File: config.mk
export PLATFORM = sky130hd
export DESIGN_NAME = lan_mark_group_exchange
export DESIGN_NICKNAME = d
export VERILOG_FILES = /design/src/pin_sync.v /design/src/mark_store.v /design/src/lan_mark_group_exchange.v
export VERILOG_INCLUDE_DIRS = /design/src
export SDC_FILE = /design/constraint.sdc
export NUM_CORES = 1
export LEC_CHECK = 0
export BUFFER_PORTS_ARGS = -buffer_cell sky130_fd_sc_hd__buf_2
export CAP_MARGIN = 20
export CORE_MARGIN = 2
export CORE_UTILIZATION = 60
export CTS_CLUSTER_SIZE = 30
export DETAILED_ROUTE_END_ITERATION = 6
export PLACE_DENSITY_LB_ADDON = 0.12
export SETUP_SLACK_MARGIN = 0.15
export SLEW_MARGIN = 5
export SYNTH_ARGS = -nofsm -noshare
export SYNTH_HDL_FRONTEND = slang
export SYNTH_HIERARCHICAL = 1
export SYNTH_SLANG_ARGS = --single-unit
File: constraint.sdc
create_clock -name core_clk -period 7.8 [get_ports core_clk]
set_input_delay 0.78 -clock core_clk [delete_from_list [all_inputs] [get_ports core_clk]]
set_output_delay 0.78 -clock core_clk [all_outputs]
set_load 0.05 [all_outputs]
File: src/lan_mark_defines.vh
// Functional notes
// Publish group zero disables all other selectors
// Output-source group drives connector outputs
// Output-source zero drives outputs from own values
// Eight groups of sixty-four consecutive marks
// Tool code, enables, strobes, emergency, jog
// Positions 33-47 carry decode table bits
// Input-source group updates internal input variables
// Input-source zero updates from connector inputs
// Positions 1-11 map start through V home
// Selector zero takes flags from system call
// Nonzero additional selector names flag group
// Inhibit, done, double compensation from mark/bit
// Integrated logic publishes own group, reads others
// Integrated logic ignores the three other selectors
// Remote node picks broadcast group in field
// Publish group broadcasts inputs and own outputs; code sends inputs and ctrl_status, not ctrl_conn_out
// Positions 1-11 inputs, 12-59 status
// Exchange once per scan, hold consumed values
`ifndef LAN_MARK_DEFINES_VH
`define LAN_MARK_DEFINES_VH
// Register byte offsets
`define CFG_OFF 8'h00
`define STAT_OFF 8'h04
`define SCAN_OFF 8'h08
// Configuration field positions
`define PUB_LSB 0
`define OUT_LSB 4
`define IN_LSB 8
`define ADD_LSB 12
`define ILOG_BIT 16
`define CFG_RST 32'h00000000
// Group geometry
`define NUM_GROUPS 8
`define GROUP_MARKS 64
`define SEL_MAX 4'h8
// Mark positions inside a group (1-based)
`define POS_IN_FIRST 1
`define POS_IN_LAST 11
`define POS_STAT_FIRST 12
`define POS_STAT_LAST 59
`define POS_OUT_FIRST 17
`define POS_OUT_LAST 48
`define POS_INHIBIT 49
`define POS_DONE 50
`define POS_DCC 53
// Additional flag bits in the call register
`define AFR_INHIBIT 0
`define AFR_DONE 1
`define AFR_DCC 4
`endif

File: src/pin_sync.v
`timescale 1ns/1ps
module pin_sync #(
   parameter WIDTH = 11
) (
   input wire core_clk,
   input wire rst,
   input wire [WIDTH-1:0] pin,
   output reg [WIDTH-1:0] synced
);
   reg [WIDTH-1:0] meta;

   // Two stages; only the second stage is read outside
   always @(posedge core_clk) begin
      if (rst) begin
         meta <= {WIDTH{1'b0}};
         synced <= {WIDTH{1'b0}};
      end else begin
         meta <= pin;
         synced <= meta;
      end
   end
endmodule

File: src/mark_store.v
`timescale 1ns/1ps
module mark_store #(
   parameter GROUPS = 8,
   parameter MARKS = 64,
   parameter AW = 3,
   parameter PORTS = 4
) (
   input wire core_clk,
   input wire rst,
   input wire wr_en,
   input wire [AW-1:0] wr_group,
   input wire [MARKS-1:0] wr_marks,
   input wire [PORTS*AW-1:0] rd_groups,
   output reg [PORTS*MARKS-1:0] rd_marks
);
   reg [MARKS-1:0] mem [0:GROUPS-1];
   integer g;
   integer p;

   // Each group keeps its last broadcast until the next one arrives
   always @(posedge core_clk) begin
      if (rst) begin
         for (g = 0; g < GROUPS; g = g + 1)
            mem[g] <= {MARKS{1'b0}};
      end else if (wr_en) begin
         mem[wr_group] <= wr_marks;
      end
   end

   // Combinational read ports
   always @* begin
      rd_marks = {PORTS*MARKS{1'b0}};
      for (p = 0; p < PORTS; p = p + 1)
         rd_marks[p*MARKS +: MARKS] = mem[rd_groups[p*AW +: AW]];
   end
endmodule

File: src/lan_mark_group_exchange.v
`timescale 1ns/1ps
`include "lan_mark_defines.vh"
module lan_mark_group_exchange (
   input wire core_clk,
   input wire rst,
   // APB slave
   input wire psel,
   input wire penable,
   input wire pwrite,
   input wire [7:0] paddr,
   input wire [31:0] pwdata,
   output wire pready,
   output reg [31:0] prdata,
   output wire pslverr,
   // Physical connector inputs (asynchronous pins)
   input wire [10:0] conn_in,
   // Controller's own values
   input wire [47:0] ctrl_status,
   input wire [31:0] ctrl_conn_out,
   // Connector outputs and internal variables
   output reg [31:0] conn_out,
   output reg [10:0] internal_in,
   output reg transfer_inhibit,
   output reg function_done,
   output reg double_cross_comp,
   // System call path for the additional flags
   input wire [15:0] additional_flags_reg,
   input wire additional_flags_call_mark,
   // Network side
   input wire scan_tick,
   input wire rx_valid,
   input wire [2:0] rx_group,
   input wire [63:0] rx_marks,
   output reg tx_valid,
   output reg [2:0] tx_group,
   output reg [63:0] tx_marks,
   // Integrated logic variant
   input wire [63:0] ilogic_marks,
   input wire [2:0] ilogic_rd_group,
   output reg [63:0] ilogic_rd_marks
);
   // Configuration, scan count and latched call flags
   reg [31:0] cfg;
   reg [31:0] scan_count;
   reg [2:0] call_flags;
   wire [10:0] conn_sync;
   wire [3:0] pub_sel;
   wire [3:0] out_raw;
   wire [3:0] in_raw;
   wire [3:0] add_raw;
   wire ilog;
   wire pub_on;
   wire [3:0] out_sel;
   wire [3:0] in_sel;
   wire [3:0] add_sel;
   wire conflict;
   wire [11:0] rd_groups;
   wire [255:0] rd_marks;
   wire [63:0] out_word;
   wire [63:0] in_word;
   wire [63:0] add_word;
   wire [63:0] pub_word;
   wire [63:0] own_word;
   wire wr_acc;
   wire rd_setup;
   wire [2:0] hit;
   wire tx_fire;
   wire [2:0] pub_idx;
   wire [2:0] net_flags;
   wire [31:0] stat_word;

   // A selector names a group only within 1..8
   function grp_ok;
      input [3:0] s;
      begin
         grp_ok = (s != 4'h0) && (s <= `SEL_MAX);
      end
   endfunction

   // Effective consumer selector: local when publish is off,
   // when out of range, or when it repeats the publish group
   function [3:0] eff_sel;
      input [3:0] s;
      input [3:0] pub;
      input il;
      begin
         if (!grp_ok(pub) || il || !grp_ok(s) || s == pub)
            eff_sel = 4'h0;
         else
            eff_sel = s;
      end
   endfunction

   // Group number 1..8 to store index 0..7
   function [2:0] grp_idx;
      input [3:0] s;
      reg [3:0] t;
      begin
         t = s - 4'h1;
         grp_idx = t[2:0];
      end
   endfunction

   // Mark at a 1-based position of a group word
   function mark_at;
      input [63:0] w;
      input integer pos;
      begin
         mark_at = w[pos-1];
      end
   endfunction

   // Offset decode shared by the write path and the error flag
   function [2:0] reg_hit;
      input [7:0] a;
      begin
         reg_hit[0] = (a == `CFG_OFF);
         reg_hit[1] = (a == `STAT_OFF);
         reg_hit[2] = (a == `SCAN_OFF);
      end
   endfunction

   // Pins cross into the core clock before anything reads them
   pin_sync #(
      .WIDTH(11)
   ) u_conn_sync (
      .core_clk(core_clk),
      .rst(rst),
      .pin(conn_in),
      .synced(conn_sync)
   );

   // Configuration fields
   assign pub_sel = cfg[`PUB_LSB +: 4];
   assign out_raw = cfg[`OUT_LSB +: 4];
   assign in_raw = cfg[`IN_LSB +: 4];
   assign add_raw = cfg[`ADD_LSB +: 4];
   assign ilog = cfg[`ILOG_BIT];
   assign pub_on = grp_ok(pub_sel);

   // Consumer selectors collapse to local when not usable
   assign out_sel = eff_sel(out_raw, pub_sel, ilog);
   assign in_sel = eff_sel(in_raw, pub_sel, ilog);
   assign add_sel = eff_sel(add_raw, pub_sel, ilog);

   // Flags a selector that equals the publish group
   assign conflict = pub_on && !ilog &&
      ((out_raw == pub_sel) || (in_raw == pub_sel) ||
      (add_raw == pub_sel));

   // Four read ports: outputs, inputs, additional, integrated logic
   assign rd_groups = {ilogic_rd_group,
      grp_idx(add_sel),
      grp_idx(in_sel),
      grp_idx(out_sel)};

   // Shared mark space of eight groups of 64
   mark_store #(
      .GROUPS(`NUM_GROUPS),
      .MARKS(`GROUP_MARKS),
      .AW(3),
      .PORTS(4)
   ) u_store (
      .core_clk(core_clk),
      .rst(rst),
      .wr_en(rx_valid),
      .wr_group(rx_group),
      .wr_marks(rx_marks),
      .rd_groups(rd_groups),
      .rd_marks(rd_marks)
   );

   assign out_word = rd_marks[63:0];
   assign in_word = rd_marks[127:64];
   assign add_word = rd_marks[191:128];

   // Word broadcast by the controller: inputs then status
   assign own_word = {5'h00, ctrl_status, conn_sync};
   assign pub_word = ilog ? ilogic_marks : own_word;

   // A publish fires only on a scan with a usable publish group
   assign tx_fire = scan_tick && pub_on;
   assign pub_idx = grp_idx(pub_sel);

   // Broadcast once per scan on the publish group
   always @(posedge core_clk) begin
      if (rst) begin
         tx_valid <= 1'b0;
         tx_group <= 3'h0;
         tx_marks <= 64'h0000000000000000;
      end else begin
         tx_valid <= tx_fire;
         if (tx_fire) begin
            tx_group <= pub_idx;
            tx_marks <= pub_word;
         end
      end
   end

   // Connector outputs: network group at scan, else own values
   always @(posedge core_clk) begin
      if (rst) begin
         conn_out <= 32'h00000000;
      end else if (out_sel == 4'h0) begin
         conn_out <= ctrl_conn_out;
      end else if (scan_tick) begin
         conn_out <= out_word[`POS_OUT_LAST-1:`POS_OUT_FIRST-1];
      end
   end

   // Internal inputs: network group at scan, else the pins
   always @(posedge core_clk) begin
      if (rst) begin
         internal_in <= 11'h000;
      end else if (in_sel == 4'h0) begin
         internal_in <= conn_sync;
      end else if (scan_tick) begin
         internal_in <= in_word[`POS_IN_LAST-1:`POS_IN_FIRST-1];
      end
   end

   // Flags from the system call are held until the next call
   always @(posedge core_clk) begin
      if (rst) begin
         call_flags <= 3'h0;
      end else if (additional_flags_call_mark) begin
         call_flags[0] <= additional_flags_reg[`AFR_INHIBIT];
         call_flags[1] <= additional_flags_reg[`AFR_DONE];
         call_flags[2] <= additional_flags_reg[`AFR_DCC];
      end
   end

   // Additional flags picked from their mark positions in the group
   assign net_flags = {mark_at(add_word, `POS_DCC), mark_at(add_word, `POS_DONE),
      mark_at(add_word, `POS_INHIBIT)};

   // Additional flags: mark group when selected, else call register
   always @(posedge core_clk) begin
      if (rst) begin
         transfer_inhibit <= 1'b0;
         function_done <= 1'b0;
         double_cross_comp <= 1'b0;
      end else if (add_sel == 4'h0) begin
         transfer_inhibit <= call_flags[0];
         function_done <= call_flags[1];
         double_cross_comp <= call_flags[2];
      end else if (scan_tick) begin
         transfer_inhibit <= net_flags[0];
         function_done <= net_flags[1];
         double_cross_comp <= net_flags[2];
      end
   end

   // Integrated logic may read any group others wrote
   always @(posedge core_clk) begin
      if (rst) begin
         ilogic_rd_marks <= 64'h0000000000000000;
      end else begin
         ilogic_rd_marks <= rd_marks[255:192];
      end
   end

   // Scan counter lets software see the exchange running
   always @(posedge core_clk) begin
      if (rst) begin
         scan_count <= 32'h00000000;
      end else if (scan_tick) begin
         scan_count <= scan_count + 32'h00000001;
      end
   end

   // Status word: publish state, conflict, flags, inputs
   assign stat_word = {16'h0000, pub_on, conflict, double_cross_comp,
      function_done, transfer_inhibit, internal_in};

   // APB: zero wait states, writes land in the access phase
   assign pready = 1'b1;
   assign wr_acc = psel && penable && pwrite;
   assign rd_setup = psel && !penable && !pwrite;
   assign hit = reg_hit(paddr);
   assign pslverr = psel && penable && (hit == 3'h0);

   // Only the configuration word is writable
   always @(posedge core_clk) begin
      if (rst) begin
         cfg <= `CFG_RST;
      end else if (wr_acc && hit[0]) begin
         cfg <= {15'h0000, pwdata[16:0]};
      end
   end

   // Read data is captured in setup so it is stable in access
   always @(posedge core_clk) begin
      if (rst) begin
         prdata <= 32'h00000000;
      end else if (rd_setup) begin
         case (paddr)
            `CFG_OFF: prdata <= cfg;
            `STAT_OFF: prdata <= stat_word;
            `SCAN_OFF: prdata <= scan_count;
            default: prdata <= 32'h00000000;
         endcase
      end
   end
endmodule

# [Word-level counts from Yosys, hierarchy flattened]
# Memories as Yosys holds them, arrays and structs flattened. A register that Yosys moved wholly into a read port is not among the register bits.
# Cells that the tools add are included.
[classes] order_cmp=4 mux=23 reduce_logical=42 n_addsub=5 eq_ne=5
[op_table] op="$mux 64" n=2
[op_table] op="$pmux 32 s3" n=1
[op_table] op="$mux 32" n=2
[op_table] op="$reduce_or 64->1" n=1
[op_table] op="$add 32x1->32 const B" n=1
[op_table] op="$mux 11" n=2
[op_table] op="$le 4x4->1 const B" n=4
[op_table] op="$reduce_bool 4->1" n=4
[op_table] op="$logic_and 1x1->1" n=13
[op_table] op="$eq 4x4->1" n=3
[op_table] op="$logic_not 4->1" n=3
[op_table] op="$mux 1" n=12
[op_table] op="$mux 4" n=3
[op_table] op="$sub 3x1->3 const B" n=4
[op_table] op="$logic_or 1x1->1" n=9
[op_table] op="$eq 8x3->1 const B" n=1
[op_table] op="$eq 8x4->1 const B" n=1
[op_table] op="$logic_not 8->1" n=1
[op_table] op="$logic_not 1->1" n=7
[op_table] op="$reduce_bool 2->1" n=3
[op_table] op="$logic_not 3->1" n=1
[op_table] op="$mux 3" n=1
[totals] mem_count=1 ramBits=512 reg_bits=220 out_inout_bits=212
[memory_table] memory="u_store.mem" depth=8 word_bits=64 read_ports=4 rd_clocked_by_memory_dff=1 wr=8 line_no="mark_store.v:16" source="reg [MARKS-1:0] mem [0:GROUPS-1];"

# [Depth between registers and ports, before layout]
# Gate-level depths: netlist of run 1.
# An unclocked memory read counts as a cell.
[logic_depth] word_depth=11 ltp_mapped=18

# [By module]
# Netlist of run 1, hierarchy kept.
[modules_own_cells] mod="mark_store" n_inst=1 area_each_um2=34232.8 cells_per_inst=2125 seq_area_each_um2=15374.7
[modules_own_cells] mod="lan_mark_group_exchange" n_inst=1 area_each_um2=10637.7 cells_per_inst=1110 seq_area_each_um2=5245.0
[modules_own_cells] mod="pin_sync" n_inst=1 area_each_um2=640.6 cells_per_inst=46 seq_area_each_um2=440.4

# [Least setup slack after synthesis of run 1]
# No wires, ideal clock.
[synth_timing] path_type="input to register" startpoint="in rx_group[0]" endpoint="mem u_store.mem[0][0], enable pin" setup_time_ns=0.499 required_time_ns=7.301 arrival_ns=4.606 path_stages=5 path_slack_ns=2.695 n_path_buf=3 path_cell_list="or3b_1 buf_2 buf_4 buf_6 o21bai_1"
[synth_lines] item="from (decl)" line_no="lan_mark_group_exchange.v:32" source="input wire [2:0] rx_group,"
[synth_lines] item="to (decl)" line_no="mark_store.v:16"

# [Worst setup path after layout of run 1]
[layout_timing] startpoint="reg cfg[0]" endpoint="reg conn_out[15]"
[layout_between] elab_chain_cells=11
[layout_lines] item="from (decl)" line_no="lan_mark_group_exchange.v:43" source="reg [31:0] cfg;"
[layout_lines] item="from (signal assigned)" line_no="lan_mark_group_exchange.v:286" source="cfg <= `CFG_RST;"
[layout_lines] item="from (signal assigned)" line_no="lan_mark_group_exchange.v:288" source="cfg <= {15'h0000, pwdata[16:0]};"
[layout_lines] item="$le 4x4->1 (no source line) or $reduce_bool 4->1 (tied branches)"
[layout_lines] item="$logic_and 1x1->1" line_no="lan_mark_group_exchange.v:76" source="grp_ok = (s != 4'h0) && (s <= `SEL_MAX);"
[layout_lines] item="$logic_not 1->1" line_no="lan_mark_group_exchange.v:87" source="if (!grp_ok(pub) || il || !grp_ok(s) || s == pub)"
[layout_lines] item="$logic_or 1x1->1 (2 in a row)" line_no="lan_mark_group_exchange.v:87"
[layout_lines] item="$logic_or 1x1->1 *" line_no="lan_mark_group_exchange.v:87"
[layout_lines] item="$mux 4 *" line_no="lan_mark_group_exchange.v:87"
[layout_lines] item="$sub 3x1->3 *" line_no="lan_mark_group_exchange.v:99" source="t = s - 4'h1;"
[layout_lines] item="via rd_groups[0]" line_no="lan_mark_group_exchange.v:57" source="wire [11:0] rd_groups;"
[layout_lines] item="$mem_v2 8x64 *"
[layout_lines] item="via rd_marks[31]" line_no="lan_mark_group_exchange.v:58" source="wire [255:0] rd_marks;"
[layout_lines] item="$mux 32 *" line_no="lan_mark_group_exchange.v:206" source="end else if (scan_tick) begin"
[layout_lines] item="$mux 32 *" line_no="lan_mark_group_exchange.v:204" source="end else if (out_sel == 4'h0) begin"
[layout_lines] item="to (signal assigned)" line_no="lan_mark_group_exchange.v:205" source="conn_out <= ctrl_conn_out;"
[layout_lines] item="to (signal assigned)" line_no="lan_mark_group_exchange.v:207" source="conn_out <= out_word[`POS_OUT_LAST-1:`POS_OUT_FIRST-1];"
[layout_lines] item="to (decl)" line_no="lan_mark_group_exchange.v:21" source="output reg [31:0] conn_out,"
# Mark *: on every way through the listed nets, which the timed path passes. The rest lies on a longest branch. The select of a mux whose other input is x is not followed.
# A chain may end at the register's enable or synchronous reset.

==> results of run 1 <==
final timing paths:
kind                       start                    end  slack [ns]  cells past startpoint
max                       cfg[0]           conn_out[15]        3.04                     15
min reg2reg  u_conn_sync/meta[4]  u_conn_sync/synced[4]        0.44                      1
max reg2reg               cfg[0]           conn_out[15]        3.04                     15
min                   conn_in[2]    u_conn_sync/meta[2]        0.37                      2
final cells by class:
| type | instances | area [µm²] |
|---|---|---|
| Sequential cell | 796 | 21060 |
| Fill cell | 4284 | 18470 |
| Multi-Input combinational cell | 1628 | 14140 |
| Timing Repair Buffer | 510 | 2771 |
| Clock buffer | 108 | 2265 |
| Tap cell | 782 | 978.4 |
| Clock inverter | 46 | 611.8 |
| Inverter | 74 | 277.8 |
| Antenna cell | 2 | 5.005 |
routing by layer:
layer | up-vias | track usage | part of all wire | wire [µm]
li1 | 11190 | - | - | -
met1 | 12502 | 0.3939 | 0.37 | 37090
met2 | 1303 | 0.5296 | 0.50 | 50310
met3 | 200 | 0.05705 | 0.086 | 8609
met4 | 2 | 0.1302 | 0.037 | 3737
met5 | - | 0 | 0.00013 | 13
sequential cells by signal (all words and copies together), names as in the netlist:
signal,flops
u_store/mem,512
ilogic_rd_marks,64
tx_marks,64
conn_out,32
prdata,32
scan_count,32
cfg,17
internal_in,11
u_conn_sync/meta,11
u_conn_sync/synced,11
call_flags,3
tx_group,3
double_cross_comp,1
function_done,1
transfer_inhibit,1
tx_valid,1
worst reg2reg max path, delay by kind of cell (launching register included):
kind | cells | cell delay [ns]
and+or+nand+nor | 4 | 0.90
muxes | 4 | 1.38
buffers and inverters | 3 | 1.03
adders and majority gates | 2 | 0.57
DFF | 1 | 0.53
xor gates and xnor gates | 1 | 0.13
AOI/OAI and AO/OA | 1 | 0.11
power groups by stage:
stage          registers, W  logic [W]  clock network [W]
6_report            0.00481   0.000989            0.00415
3_5_place_dp        0.00490   0.000982                  0
4_1_cts             0.00481   0.000988            0.00421
2_1_floorplan       0.00502   0.000535                  0
5_1_grt             0.00483    0.00104            0.00437
3_3_place_gp        0.00487   0.000968                  0
stage by stage:
stage                     hold slack [ns]    util  setup WS, ns  total power, W
after global placement             0.4213  0.6461         3.190        0.005842
after floorplan                    0.4109       -         2.695        0.005554
after CTS                          0.3395  0.6944         3.066         0.01000
final                              0.3678  0.6951         3.037        0.009954
after global routing               0.3616  0.6951         2.781         0.01024
after detailed placement           0.4268  0.6469         3.035        0.005880
==> flow_summary.ini, run 1 <==
[detailed_routing]
totalWireLength_um = 99770
first_pass_iters = 6
drc = 0
drtAntennaViolNets = 0
wl_per_cell_um = 25.28
drt_iter0_drc = 2455
via_per_inst = 6.385
num_vias = 25197

[clock_tree]
cts_resized = 0
cts.path.max_buffers = 3
tritoncts = done
cts-buffers-inserted = 82
cts_setup_buffers = 0
hold_buffers = 0
cts_max_level = 3
clock_sinks = 796
clkTransAtPathRegs_ns = 0.06
clock_latency_ns = 0.63
cts-root-buf = clkbuf_16

[critical_path]
worst-path-buf-inv = 3
arrival_ns = 5.24
cp.required_ns = 8.27
worst-path-max-fanout = 64
cp-end-kind = flop
critPathTopFamily = multiplexers
critPathLaunchType = flop
path_class = flop to flop
critPathSlowestCell = buf_4
max_stage_delay_ns = 0.82
crit_chain = inv_1 -> ha_1 -> nor2b_2 -> mux2_2 -> nand2_1 -> nor2_1 -> nand2_4 -> ha_1 -> inv_1 -> xnor2_2 -> buf_4 -> mux4_2 -> mux2_2 -> mux2i_1 -> a211oi_1

[sta]
period_share = 0.6107
max_freq_ghz = 0.2099
final-setup-viol-count = 0
fin_crit_ns = 4.763
worstMarginPinSlew_ns = 1.159
final.setup.tns_ns = 0
finalMaxSlewViolations = 0
fin_worst_skew_ns = 0.03156
max_slew_margin = 0.2273
finalHoldViolations = 0
rsz0062_at_grt = no

[synthesis]
synthCells = 2787
avgSynthCellArea_um2 = 13.25
synth_nets = 3081
netlist_area_um2 = 36920
ys_warn_count = 6

[place]
dp.cells = 3788
gp_congestion = 0.9006
port-buffer-count = 471
dp.final_hpwl_um = 60210
placed_cell_area_um2 = 39190

[global_route]
grt-ovfl-total = 0
antenna_found_initial = 7
grt.total_usage = 0.3109
grt_pass1_wl_um = 149400
grt_pass1_vias = 25369
grt_max_degree = 182

[floorplan]
core-area_um2 = 60580
die-width_um = 252.1
dieArea_um2 = 63530
rows = 90
initial_core_util = 0.6094
die_y_um = 252.1
io_pins = 501

[layout]
fin_area_um2 = 42110
area_growth_syn_to_layout_pct = 14.07
final_cell_mix = nor3_1, edfxtp_1, buf_2, dfxtp_1, mux4_2
layout_commonest_cell = nor3_1
final_nets = 3386
drive_above_1_share = 0.3245
layout.cells.non_filler = 3946

[power_and_ir_drop]
combPwrFrac = 0.099
leakage_nw = 14.96
intPower_w = 0.007571
ir_drop_uv = 304.3
p_seq_frac = 0.483
p_sw_w = 0.002383
clkPwrFrac = 0.417
sw_frac_of_total = 0.2394
cellPowerDensity_nw_per_um2 = 236.3

[hold_path]
hold_class = input port to flop

[run]
max_cap_violations = 0

[status]
status = finished clean
No activity file was read; power rests on OpenSTA's default activity.
==> inputs of run 2 (changes only) <==
--- a/config.mk
+++ b/config.mk
@@ -6,6 +6,7 @@
 export SDC_FILE = /design/constraint.sdc
 export NUM_CORES = 1
 export LEC_CHECK = 0
+export ABC_AREA = 1
 export BUFFER_PORTS_ARGS = -buffer_cell sky130_fd_sc_hd__buf_2
 export CAP_MARGIN = 20
 export CORE_MARGIN = 2
==> constraint.sdc (replaced) <==
create_clock -name core_clk -period 4.9 [get_ports core_clk]
set_input_delay 0.49 -clock core_clk [delete_from_list [all_inputs] [get_ports core_clk]]
set_output_delay 0.49 -clock core_clk [all_outputs]
set_load 0.05 [all_outputs]
==> flow_summary.ini, run 2 <==
[power_and_ir_drop]
cellPowerDensity_nw_per_um2 = 343.9
ir_drop_uv = 241.7
leakage_nw = 22.58
power_w = 0.01571

[sta]
fin_worst_skew_ns = 0.01621
whs_ns = 0.05051
final-setup-viol-count = 0
finalMaxSlewViolations = 0
period_share = 0.8079
finalHoldViolations = 0
final.setup.tns_ns = 0
worstMarginPinSlew_ns = 1.174
max_freq_ghz = 0.2526
fin_crit_ns = 3.959
max_slew_margin = 0.2174
rsz0062_at_grt = no

[critical_path]
path_class = flop to flop
crit_start = cfg[0]
worst-path-max-fanout = 93
cp-end-kind = flop
arrival_ns = 4.44
cp.required_ns = 5.38
reg2reg_from = cfg[0]
rrSetupSlack_ns = 0.94
critPathLaunchType = flop

[detailed_routing]
first_pass_iters = 6
drt_iter0_drc = 4394
wl_per_cell_um = 19.55
drtAntennaViolNets = 0
num_vias = 36950
totalWireLength_um = 130300
drc = 0
via_per_inst = 5.542

[layout]
seqCellArea_um2 = 21060
layout_commonest_cell = nand2_1
final_nets = 6014
multi_input_area_um2 = 14900
largest_registers = u_store/mem x512, ilogic_rd_marks x64, tx_marks x64
layout.cells.non_filler = 6667
top_register = u_store/mem
drive_above_1_share = 0.1263
fillers = 5716
area_growth_syn_to_layout_pct = 11.49
finalCoreUtilization = 0.6778
largest_reg_flops = 512
final_cell_mix = nand2_1, inv_1, nor2_1, nand3_1, edfxtp_1

[clock_tree]
cts-buffers-inserted = 84
cts.path.max_buffers = 3
cts-root-buf = clkbuf_16
clkTransAtPathRegs_ns = 0.06
hold_buffers = 0
cts_setup_buffers = 0
cts_max_level = 3
tritoncts = done
cts_resized = 0
clock_sinks = 796
clock_latency_ns = 0.65

[floorplan]
io_pins = 501
die-width_um = 265.3
rows = 95
die_y_um = 265.3
initial_core_util = 0.6080
core-area_um2 = 67400
dieArea_um2 = 70400

[global_route]
grt_pass1_vias = 33633
grt.total_usage = 0.3602
grt-ovfl-total = 0
grt_max_degree = 180
grt_pass1_wl_um = 194600
antenna_found_initial = 9

[synthesis]
avgSynthCellArea_um2 = 7.455
ys_warn_count = 6
netlist_area_um2 = 40970
synthCells = 5496
synth_nets = 5790

[place]
port-buffer-count = 471
dp.final_hpwl_um = 78080
gp_congestion = 0.9478
dp.cells = 6506

[status]
status = finished clean

[run]
max_cap_violations = 0

[hold_path]
worstHoldStart = conn_in[1]
hold_class = input port to flop
[run 2: layout make-up]
| cell class | instances | share of cell area |
|---|---|---|
| inverters | 788 | 0.06494 |
| flip-flops and latches | 796 | 0.4610 |
| clock buffers | 107 | 0.04971 |
| clock inverters | 47 | 0.01027 |
| well taps | 873 | 0.02391 |
| diodes | 6 | 0.0003287 |
| multi-input cells | 3521 | 0.3263 |
| repair buffers | 529 | 0.06354 |
[run 2: worst paths after layout]
path                           end  cells past startpoint
max reg2reg            conn_out[5]                     20
min reg2reg  u_conn_sync/synced[9]                      2
min            u_conn_sync/meta[1]                      3
max                    conn_out[5]                     20
[run 2: stage by stage]
step | setup WS (ns) | cell area (µm²)
after detailed placement | 1.113 | 42900
after global routing | 0.6166 | 45680
after floorplan | 1.906 | 40970
after global placement | 1.156 | 42900
after CTS | 1.106 | 45640
final | 0.9412 | 45680
[run 2: worst max-delay path, cell delays in order, from the launching register on]
cell and delay (ns):
dfxtp_1 0.44, inv_2 0.10, ha_1 0.25, nand2_1 0.11
nand2_2 0.09, nand3_4 0.10, inv_2 0.09, nand2_1 0.08
nor2_1 0.07, nand2_4 0.06, buf_4 0.41, buf_4 0.92
nand2_1 0.14, nand3_1 0.12, nand2_1 0.08, nand2_1 0.06
nand2_1 0.22, nand2_1 0.15, nand2_1 0.06, nand2_1 0.10
a21oi_1 0.05
[run 2: power breakdown]
part | internal (W) | switching, W | leakage (nW) | total, W
Combinational | 0.000451 | 0.00128 | 14.0 | 0.00174
Clock | 0.00367 | 0.00272 | 1.35 | 0.00639
Sequential | 0.00748 | 0.000104 | 7.23 | 0.00759
[run 2: routing by layer]
metal	vias up	routed length [µm]	global-route usage
met5	-	27	0
met4	4	7276	0.2003
met3	377	14750	0.06869
met2	2235	58600	0.5653
met1	16842	49680	0.4722
li1	17492	-	-
